$ cat src/dcc_cfg.svh
// Summary of operation
// - Two independent comparator channels, each with its own control register and its own bits in one status register.
// - A comparator result is one when its positive input is above its negative input, and zero otherwise.
// - Each raw comparator result passes through flip-flops on the bus clock before software can read it.
// - Comparator zero's synchronized output reads at status bit 2 and reads zero while comparator zero is disabled.
// - Comparator one's synchronized output reads at status bit 3 and reads zero while comparator one is disabled.
// - Hardware sets the comparator zero change flag, status bit 0, on every change of its synchronized result while comparator zero is enabled.
// - Hardware sets the comparator one change flag, status bit 1, on every change of its synchronized result while comparator one is enabled.
// - Control bit 1 enables a comparator's interrupt, so that its set change flag raises the interrupt request.
// - Writing one to a change flag clears it unless a change sets it in the same cycle, and writing zero leaves it as it is.
// - Control bit 4 selects the band-gap reference as negative input when one, the external pin when zero.
// - Control bit 2 turns the comparator hysteresis of about 20mV on when set and off when clear.
// - All control and status registers reset to zero, leaving both comparators, hysteresis and interrupts off.
// - Control zero sits at offset 0x00, control one at 0x04 and the shared status at 0x08.
`ifndef DCC_CFG_SVH
`define DCC_CFG_SVH

`define DCC_AW 8
`define DCC_DW 32
`define DCC_NCH 2

`define DCC_OFF_CTRL0 8'h00
`define DCC_OFF_CTRL1 8'h04
`define DCC_OFF_STATUS 8'h08
`define DCC_OFF_CLEAR 8'h0C
`define DCC_OFF_IEN 8'h10
`define DCC_OFF_READY 8'h14

`define DCC_CR_EN 0
`define DCC_CR_IE 1
`define DCC_CR_HYS 2
`define DCC_CR_NSEL 4

`define DCC_SR_FLAG0 0
`define DCC_SR_CO0 2

`define DCC_RESET_WORD 32'h0000_0000

`define DCC_CLK_NS 4
`define DCC_SETTLE_NS 2000
`define DCC_SETTLE_CYC ((`DCC_SETTLE_NS + `DCC_CLK_NS - 1) / `DCC_CLK_NS)
`define DCC_CNT_W 10

`endif

$ cat src/dcc_pkg.sv
`include "dcc_cfg.svh"
package dcc_pkg;

  typedef struct packed {
    logic nsel;
    logic hys;
    logic ie;
    logic en;
  } dcc_ctrl_type;

  typedef struct packed {
    dcc_ctrl_type ctrl;
    logic co;
    logic flag;
    logic settled;
  } dcc_chan_out_type;

  typedef struct packed {
    dcc_ctrl_type ctrl;
    logic prev;
    logic flag;
    logic [`DCC_CNT_W-1:0] cnt;
  } dcc_chan_state_type;

  typedef struct packed {
    logic [`DCC_NCH-1:0] s1;
    logic [`DCC_NCH-1:0] s2;
  } dcc_sync_state_type;

  typedef struct packed {
    logic [`DCC_DW-1:0] rdata;
    logic irq;
    logic [`DCC_NCH-1:0] en;
    logic [`DCC_NCH-1:0] hys;
    logic [`DCC_NCH-1:0] nsel;
  } dcc_top_state_type;

endpackage

$ cat src/dcc_sync.sv
`timescale 1ns/10ps
`include "dcc_cfg.svh"
module dcc_sync
  import dcc_pkg::*;
(
  // Clock and reset
  input wire logic ref_clk_i,
  input wire logic rst_n_i,
  // Raw comparator results
  input wire logic [`DCC_NCH-1:0] raw_i,
  // Synchronized results
  output logic [`DCC_NCH-1:0] sync_o
);

  dcc_sync_state_type st_r;
  dcc_sync_state_type st_nxt;

  // First stage feeds only the second stage
  always_comb
  begin
    st_nxt = st_r;
    st_nxt.s1 = raw_i;
    st_nxt.s2 = st_r.s1;
  end

  always_ff @(posedge ref_clk_i or negedge rst_n_i)
  begin
    if (!rst_n_i)
      st_r <= '0;
    else
      st_r <= st_nxt;
  end

  assign sync_o = st_r.s2;

endmodule

$ cat src/dcc_chan.sv
`timescale 1ns/10ps
`include "dcc_cfg.svh"
module dcc_chan
  import dcc_pkg::*;
(
  // Clock and reset
  input wire logic ref_clk_i,
  input wire logic rst_n_i,
  // Register writes
  input wire logic ctrl_wr_i,
  input wire dcc_ctrl_type ctrl_i,
  input wire logic ie_wr_i,
  input wire logic ie_i,
  input wire logic clr_i,
  // Synchronized comparator result
  input wire logic sync_i,
  // Channel view
  output dcc_chan_out_type out_o
);

  dcc_chan_state_type st_r;
  dcc_chan_state_type st_nxt;
  logic chg;

  // Disabled comparators flap while powering up, so only enabled ones flag
  assign chg = st_r.ctrl.en & (sync_i ^ st_r.prev);

  always_comb
  begin
    st_nxt = st_r;
    st_nxt.prev = sync_i;
    if (st_r.cnt != '0)
      st_nxt.cnt = st_r.cnt - 1'b1;
    if (ctrl_wr_i)
    begin
      st_nxt.ctrl = ctrl_i;
      if (ctrl_i.en && !st_r.ctrl.en)
        st_nxt.cnt = `DCC_CNT_W'(`DCC_SETTLE_CYC);
    end
    if (ie_wr_i)
      st_nxt.ctrl.ie = ie_i;
    st_nxt.flag = chg | (st_r.flag & ~clr_i);
  end

  always_ff @(posedge ref_clk_i or negedge rst_n_i)
  begin
    if (!rst_n_i)
      st_r <= '0;
    else
      st_r <= st_nxt;
  end

  assign out_o.ctrl = st_r.ctrl;
  assign out_o.co = st_r.ctrl.en & sync_i;
  assign out_o.flag = st_r.flag;
  assign out_o.settled = st_r.ctrl.en & (st_r.cnt == '0);

endmodule

$ cat src/dcc_top.sv
`timescale 1ns/10ps
`include "dcc_cfg.svh"
module dcc_top
  import dcc_pkg::*;
(
  // Clock and reset
  input wire logic ref_clk_i,
  input wire logic rst_n_i,
  // Register port
  input wire logic [`DCC_AW-1:0] addr_i,
  input wire logic [`DCC_DW-1:0] wdata_i,
  input wire logic wr_i,
  input wire logic rd_i,
  output logic [`DCC_DW-1:0] rdata_o,
  // Analog comparator side
  input wire logic [`DCC_NCH-1:0] cmp_raw_i,
  output logic [`DCC_NCH-1:0] comparator_enable_o,
  output logic [`DCC_NCH-1:0] hysteresis_enable_o,
  output logic [`DCC_NCH-1:0] negative_input_select_o,
  // Interrupt
  output logic irq_o
);

  dcc_top_state_type st_r;
  dcc_top_state_type st_nxt;
  dcc_chan_out_type ch_out [`DCC_NCH];
  logic [`DCC_NCH-1:0] sync;
  logic [`DCC_NCH-1:0] ctrl_wr;
  logic [`DCC_NCH-1:0] clr;
  logic [`DCC_NCH-1:0] flag_v;
  logic [`DCC_NCH-1:0] ie_v;
  logic [`DCC_NCH-1:0] co_v;
  logic [`DCC_NCH-1:0] en_v;
  logic [`DCC_NCH-1:0] hys_v;
  logic [`DCC_NCH-1:0] nsel_v;
  logic [`DCC_NCH-1:0] rdy_v;
  logic wr_status;
  logic wr_clear;
  logic wr_ien;
  dcc_ctrl_type ctrl_w;
  logic [`DCC_DW-1:0] rd_word;
  logic irq_src;

  function automatic logic [`DCC_DW-1:0] ctrl_word(input dcc_ctrl_type c);
    logic [`DCC_DW-1:0] w;
    w = `DCC_RESET_WORD;
    w[`DCC_CR_EN] = c.en;
    w[`DCC_CR_IE] = c.ie;
    w[`DCC_CR_HYS] = c.hys;
    w[`DCC_CR_NSEL] = c.nsel;
    return w;
  endfunction

  // Comparator results enter from the analog side, asynchronous to the bus clock
  dcc_sync u_sync (
    .ref_clk_i(ref_clk_i),
    .rst_n_i(rst_n_i),
    .raw_i(cmp_raw_i),
    .sync_o(sync)
  );

  // Address decode
  assign ctrl_wr[0] = wr_i && (addr_i == `DCC_OFF_CTRL0);
  assign ctrl_wr[1] = wr_i && (addr_i == `DCC_OFF_CTRL1);
  assign wr_status = wr_i && (addr_i == `DCC_OFF_STATUS);
  assign wr_clear = wr_i && (addr_i == `DCC_OFF_CLEAR);
  assign wr_ien = wr_i && (addr_i == `DCC_OFF_IEN);

  // Only the defined control bits are taken, the rest of the word is dropped
  assign ctrl_w.en = wdata_i[`DCC_CR_EN];
  assign ctrl_w.ie = wdata_i[`DCC_CR_IE];
  assign ctrl_w.hys = wdata_i[`DCC_CR_HYS];
  assign ctrl_w.nsel = wdata_i[`DCC_CR_NSEL];

  genvar gi;
  generate
    for (gi = 0; gi < `DCC_NCH; gi = gi + 1)
    begin : g_ch
      // Output bits of status are never written; only flag bits clear
      assign clr[gi] = (wr_status && wdata_i[`DCC_SR_FLAG0 + gi]) ||
                       (wr_clear && wdata_i[`DCC_SR_FLAG0 + gi]);

      dcc_chan u_chan (
        .ref_clk_i(ref_clk_i),
        .rst_n_i(rst_n_i),
        .ctrl_wr_i(ctrl_wr[gi]),
        .ctrl_i(ctrl_w),
        .ie_wr_i(wr_ien),
        .ie_i(wdata_i[gi]),
        .clr_i(clr[gi]),
        .sync_i(sync[gi]),
        .out_o(ch_out[gi])
      );

      assign flag_v[gi] = ch_out[gi].flag;
      assign ie_v[gi] = ch_out[gi].ctrl.ie;
      assign co_v[gi] = ch_out[gi].co;
      assign en_v[gi] = ch_out[gi].ctrl.en;
      assign hys_v[gi] = ch_out[gi].ctrl.hys;
      assign nsel_v[gi] = ch_out[gi].ctrl.nsel;
      assign rdy_v[gi] = ch_out[gi].settled;
    end
  endgenerate

  // Read multiplexer; unmapped offsets read zero
  always_comb
  begin
    rd_word = `DCC_RESET_WORD;
    case (addr_i)
      `DCC_OFF_CTRL0: rd_word = ctrl_word(ch_out[0].ctrl);
      `DCC_OFF_CTRL1: rd_word = ctrl_word(ch_out[1].ctrl);
      `DCC_OFF_STATUS:
      begin
        rd_word[`DCC_SR_FLAG0 +: `DCC_NCH] = flag_v;
        rd_word[`DCC_SR_CO0 +: `DCC_NCH] = co_v;
      end
      `DCC_OFF_IEN: rd_word[`DCC_NCH-1:0] = ie_v;
      `DCC_OFF_READY: rd_word[`DCC_NCH-1:0] = rdy_v;
      default: rd_word = `DCC_RESET_WORD;
    endcase
  end

  // Read data stands for exactly one cycle, zero otherwise
  always_comb
  begin
    st_nxt = st_r;
    st_nxt.rdata = rd_i ? rd_word : `DCC_RESET_WORD;
    st_nxt.irq = |(flag_v & ie_v);
    st_nxt.en = en_v;
    st_nxt.hys = hys_v;
    st_nxt.nsel = nsel_v;
  end

  always_ff @(posedge ref_clk_i or negedge rst_n_i)
  begin
    if (!rst_n_i)
      st_r <= '0;
    else
      st_r <= st_nxt;
  end

  assign rdata_o = st_r.rdata;
  assign irq_o = st_r.irq;
  assign comparator_enable_o = st_r.en;
  assign hysteresis_enable_o = st_r.hys;
  assign negative_input_select_o = st_r.nsel;

  assign irq_src = |(flag_v & ie_v);
endmodule

$ cat config.mk
export PLATFORM = sky130hd
export DESIGN_NAME = dcc_top
export DESIGN_NICKNAME = d
export VERILOG_FILES = /design/src/dcc_pkg.sv /design/src/dcc_sync.sv /design/src/dcc_chan.sv /design/src/dcc_top.sv
export VERILOG_INCLUDE_DIRS = /design/src
export SDC_FILE = /design/constraint.sdc
export NUM_CORES = 1
export LEC_CHECK = 0
export ABC_AREA = 1
export BUFFER_PORTS_ARGS = -buffer_cell sky130_fd_sc_hd__buf_2
export CAP_MARGIN = 20
export CORE_AREA = 10 10 92 94
export DETAILED_ROUTE_END_ITERATION = 10
export DIE_AREA = 0 0 102 104
export GPL_ROUTABILITY_DRIVEN = 0
export SETUP_SLACK_MARGIN = 0.02
export SYNTH_ARGS = -nofsm -noshare
export SYNTH_HDL_FRONTEND = slang
export SYNTH_SLANG_ARGS = --single-unit
$ cat constraint.sdc
create_clock -name ref_clk_i -period 2.05 [get_ports ref_clk_i]
set_clock_uncertainty 0.1 [all_clocks]
set_input_delay 0.1025 -clock ref_clk_i [delete_from_list [all_inputs] [get_ports ref_clk_i]]
set_output_delay 0.1025 -clock ref_clk_i [all_outputs]
set_load 0.05 [all_outputs]
# Word-level counts from Yosys, hierarchy flattened
# Index checks and enable logic that the tools add are counted.
# totals
inputBits	46
wordCells	80
reg_bits	75
out_inout_bits	39
# op_classes
n_bitwise	15
n_eq_ne	5
n_mux	14
n_addsub	2
reduce_logical	23
# ops
operator	count
10-bit 2-to-1 mux	6
32-bit 2-to-1 mux	1
10-bit zero test	2
10-bit nonzero test	2
10-bit by 1-bit subtractor with 10-bit output (second input constant)	2
8-bit by 4-bit equality test with 1-bit output (second input constant)	2
8-bit by 5-bit equality test with 1-bit output (second input constant)	2
1-bit logical AND	11
2-bit one-hot mux with 5 select lines	1
1-bit AND	8
8-bit by 3-bit equality test with 1-bit output (second input constant)	1
8-bit zero test	1
2-bit one-hot mux with 3 select lines	1
2-bit 2-to-1 mux	2
2-bit nonzero test	2
2-bit AND	1
1-bit zero test	2
1-bit logical OR	2
1-bit 2-to-1 mux	2
1-bit NOT	2
1-bit OR	2
1-bit one-hot mux with 2 select lines	1
2-bit OR reduction	1
1-bit XOR	2

# Longest topological paths before layout
# depth
word_depth	7
ltp_mapped	9

# Cells and area by module
# A second synthesis with hierarchy kept.
# hier_totals
cells_unflattened	334
hier_area_um2	2670.1
# by_module_without_submodules
module	seq_area_each_um2	area_per_inst_um2	instances	cells_each
dcc_chan	400.4	874.6	2	110
dcc_top	300.3	820.8	1	110
dcc_sync	100.1	100.1	1	4

# Worst setup path after synthesis
# OpenSTA, ideal clock, no wires.
# synth_timing
path_type	register to register
startpoint	reg g_ch[0].u_chan.st_r[0] (netlist name)
endpoint	reg g_ch[0].u_chan.st_r[3] (netlist name)
path_buffers	0
setup_ns	0.121
setup_slack_ns	0.601
required_time_ns	1.829
period_less_slack_ns	1.449
arrival_time_ns	1.227
path_stages_with_launch	8
cell_sequence	dfrtp_1 inv_1 ha_1 nand2_1 nor2_4 nand2_4 a21oi_1 nor3_2
# synth_rtl
element	line_no	source
start, declared	dcc_chan.sv:21	dcc_chan_state_type st_r;
start signal, assigned	dcc_chan.sv:50	st_r <= st_nxt;

==> results_dict.tcl <==
set metrics [dict create \
    clk_root_buffer_cell "clkbuf_8" \
    antenna_found_initial 0 \
    ant_nets 0 \
    synth_top_area_frac 0.459 \
    period_share 0.810 \
    hold_viol_final 0 \
    status "complete, no violations" \
    setup_slack_ns 0.390 \
    crit_type "flip-flop to flip-flop" \
    synth-main-ff-cell "dfrtp_1" \
    max_stage_delay_ns 0.39 \
    first_pass_iters 4 \
    preCtsSetupSlack_ns 0.418 \
    ys_seq_elements 48 \
    cts_buffers 5 \
    worstSetupStartpointType "flip-flop" \
    crit_fanout 5 \
    cp_cell_sequence "inv_1 > ha_1 > nand2_1 > nor2_4 > nand3_1 > nand2_1 > nand2_1 > a21oi_2" \
    finalNetCount 392 \
    fp.dieArea_sq_mm 0.0106 \
    cts.sinks 48 \
    worstMarginPinSlew_ns 0.575 \
    ys_seq_area_frac 0.459 \
    required_ns 2.17 \
    n_antenna_cell 0 \
    initial_core_util 0.392 \
    hpwl_microns 4050 \
    yosys-top-cells-area "dfrtp_1 46%, buf_4 7.7%, nand2_1 6.9%, nand3_1 5.5%, nor2_1 5.2%" \
    io_pins 85 \
    r2r_cells 8 \
    finalSetupViolations 0 \
    setup_tns_ns 0 \
    maxCapViolations 0 \
    core_area_sq_mm 0.00668 \
    postSynthAreaPerCell_sq_um 8.70 \
    end_kind "flip-flop" \
    wl_per_cell_microns 12.1 \
    drive_gt1_frac 0.235 \
    rsz0062_at_grt "false" \
    drcViolationCount 0 \
    synthToLayoutAreaGrowth_pct 13.1 \
    grt_usage 0.101 \
    p_per_area_mw_per_mm2 835 \
    instances_no_fill 425 \
    drt_iter0_drc 91 \
    cts-htree-levels 2 \
    finalCriticalPeriod_ns 1.66 \
    vias 1943 \
    synth_area_leader_cell "dfrtp_1" \
    cts_tree "built" \
    postCtsSetupBuffers 0 \
    die_x_microns 102 \
    rows 30 \
    post_synth_num_cell_types 33 \
    ys.warnings.count 0 \
    power_leakage_nw 1.50 \
    clk_latency_ns 0.29 \
    clockBufferDepth 2 \
    drv_slew 0 \
    nFillCells 677 \
    slew-limit-headroom 0.616 \
    portBuffers 29 \
    hold_buffers 7 \
    grt_max_degree 49 \
    viasPerCell 4.57 \
    power_w 0.00247 \
    grt_overflow 0 \
    async_flop_share 1.00 \
    syn-instance-count 301 \
    first_global_vias 1958 \
    ctsResizeCount 0 \
    synth_commonest_cells "48 x dfrtp_1, 48 x nand2_1, 36 x nor2_1" \
    die_h_microns 104 \
    dp.cells 410 \
    hold_path.class "primary input to flip-flop" \
    hold_depth 3 \
    cp_slowest_cell "dfrtp_1" \
    synth_area_sq_mm 0.00262 \
    grt_pass1_wl_microns 8830 \
    arrival_ns 1.78 \
    routed_wl_microns 5120 \
    synth_edf_count 0 \
    path_common_cell "nand2_1" \
    ir_drop_v 0.000436 \
    path_clk_slew_ns 0.08 \
    fmax_mhz 602 \
]
[final timing paths]
path | from | end | slack, ns
worst max-delay path | g_ch[0].u_chan.st_r[0] | rdata_o[0] | 0.39
worst max register to register | g_ch[0].u_chan.st_r[0] | rdata_o[0] | 0.39
worst min register to register | u_sync.st_nxt[1] | u_sync.sync_o[1] | 0.26
min in group asynchronous | rst_n_i | g_ch[1].u_chan.out_o[5] | 0.31
max in group asynchronous | rst_n_i | u_sync.st_nxt[1] | 1.15
worst min-delay path | wr_i | g_ch[0].u_chan.out_o[4] | 0.04
[sequential cells by signal (all words and copies together) (netlist names)]
name	flops
comparator_enable_o	2
u_sync.sync_o	2
g_ch.u_chan.out_o	10
irq_o	1
hysteresis_enable_o	2
rdata_o	5
g_ch.u_chan.st_r	22
negative_input_select_o	2
u_sync.st_nxt	2
[power by group]
part	switching [W]	total [W]	internal, W	leakage, nW
clock	0.000295	0.000726	0.000430	0.0645
sequential	0.000119	0.00119	0.00107	0.562
combinational	0.000387	0.000562	0.000175	0.872
[cell families after synthesis]
logic type,synth area share
XOR/XNOR,0.0167
other,0.00143
adder cells (fa/ha/maj),0.00955
flip-flops,0.459
buffers and inverters,0.134
AO/OA/AOI/OAI,0.0745
AND/OR/NAND/NOR,0.305
[metrics by stage]
stage          hold WS (ns)  utilization  cell area (sq um)
2_1_floorplan        -0.293            -               2720
3_3_place_gp          0.112        0.414               2770
3_5_place_dp          0.112        0.414               2770
4_1_cts              0.0371        0.443               2960
5_1_grt              0.0390        0.443               2960
6_report             0.0424        0.443               2960
[final cells by class]
type                            count  area, sq um  share of cell area
Multi-Input combinational cell    213         1160               0.393
Inverter                           39          149              0.0503
Clock inverter                      1         30.0              0.0101
Clock buffer                        7         96.3              0.0325
Sequential cell                    48         1200               0.405
Tap cell                           80          100              0.0338
Timing Repair Buffer               37          223              0.0752
[critical path: cells and delay by family (launching register included)]
| kind | cells | cell delay [ns] |
|---|---|---|
| compound gates | 1 | 0.16 |
| fa+ha+maj | 1 | 0.25 |
| buf+inv | 1 | 0.15 |
| flops | 1 | 0.39 |
| simple gates | 5 | 0.53 |
[placed cells by master, fill, tap and decap left out, types with 7 or more instances in the layout]
master / netlist / routed
buf_2: 0 / 29
clkbuf_8: 0 / 7
conb_1: 1 / 27
dfrtp_1: 48 / 48
dlygate4sd3_1: 0 / 7
inv_1: 30 / 30
inv_2: 8 / 8
nand2_1: 48 / 48
nand3_1: 29 / 29
nor2_1: 36 / 36
nor2_4: 7 / 7
[per-layer routing]
layer | wire (microns) | track usage | share of wire
met1 | 2320 | 0.128 | 0.45
met2 | 2470 | 0.156 | 0.48
met3 | 205 | 0.0226 | 0.040
met4 | 132 | 0.0514 | 0.026
met5 | 0 | 0 | 0
Power figures use the tool's default switching activity.
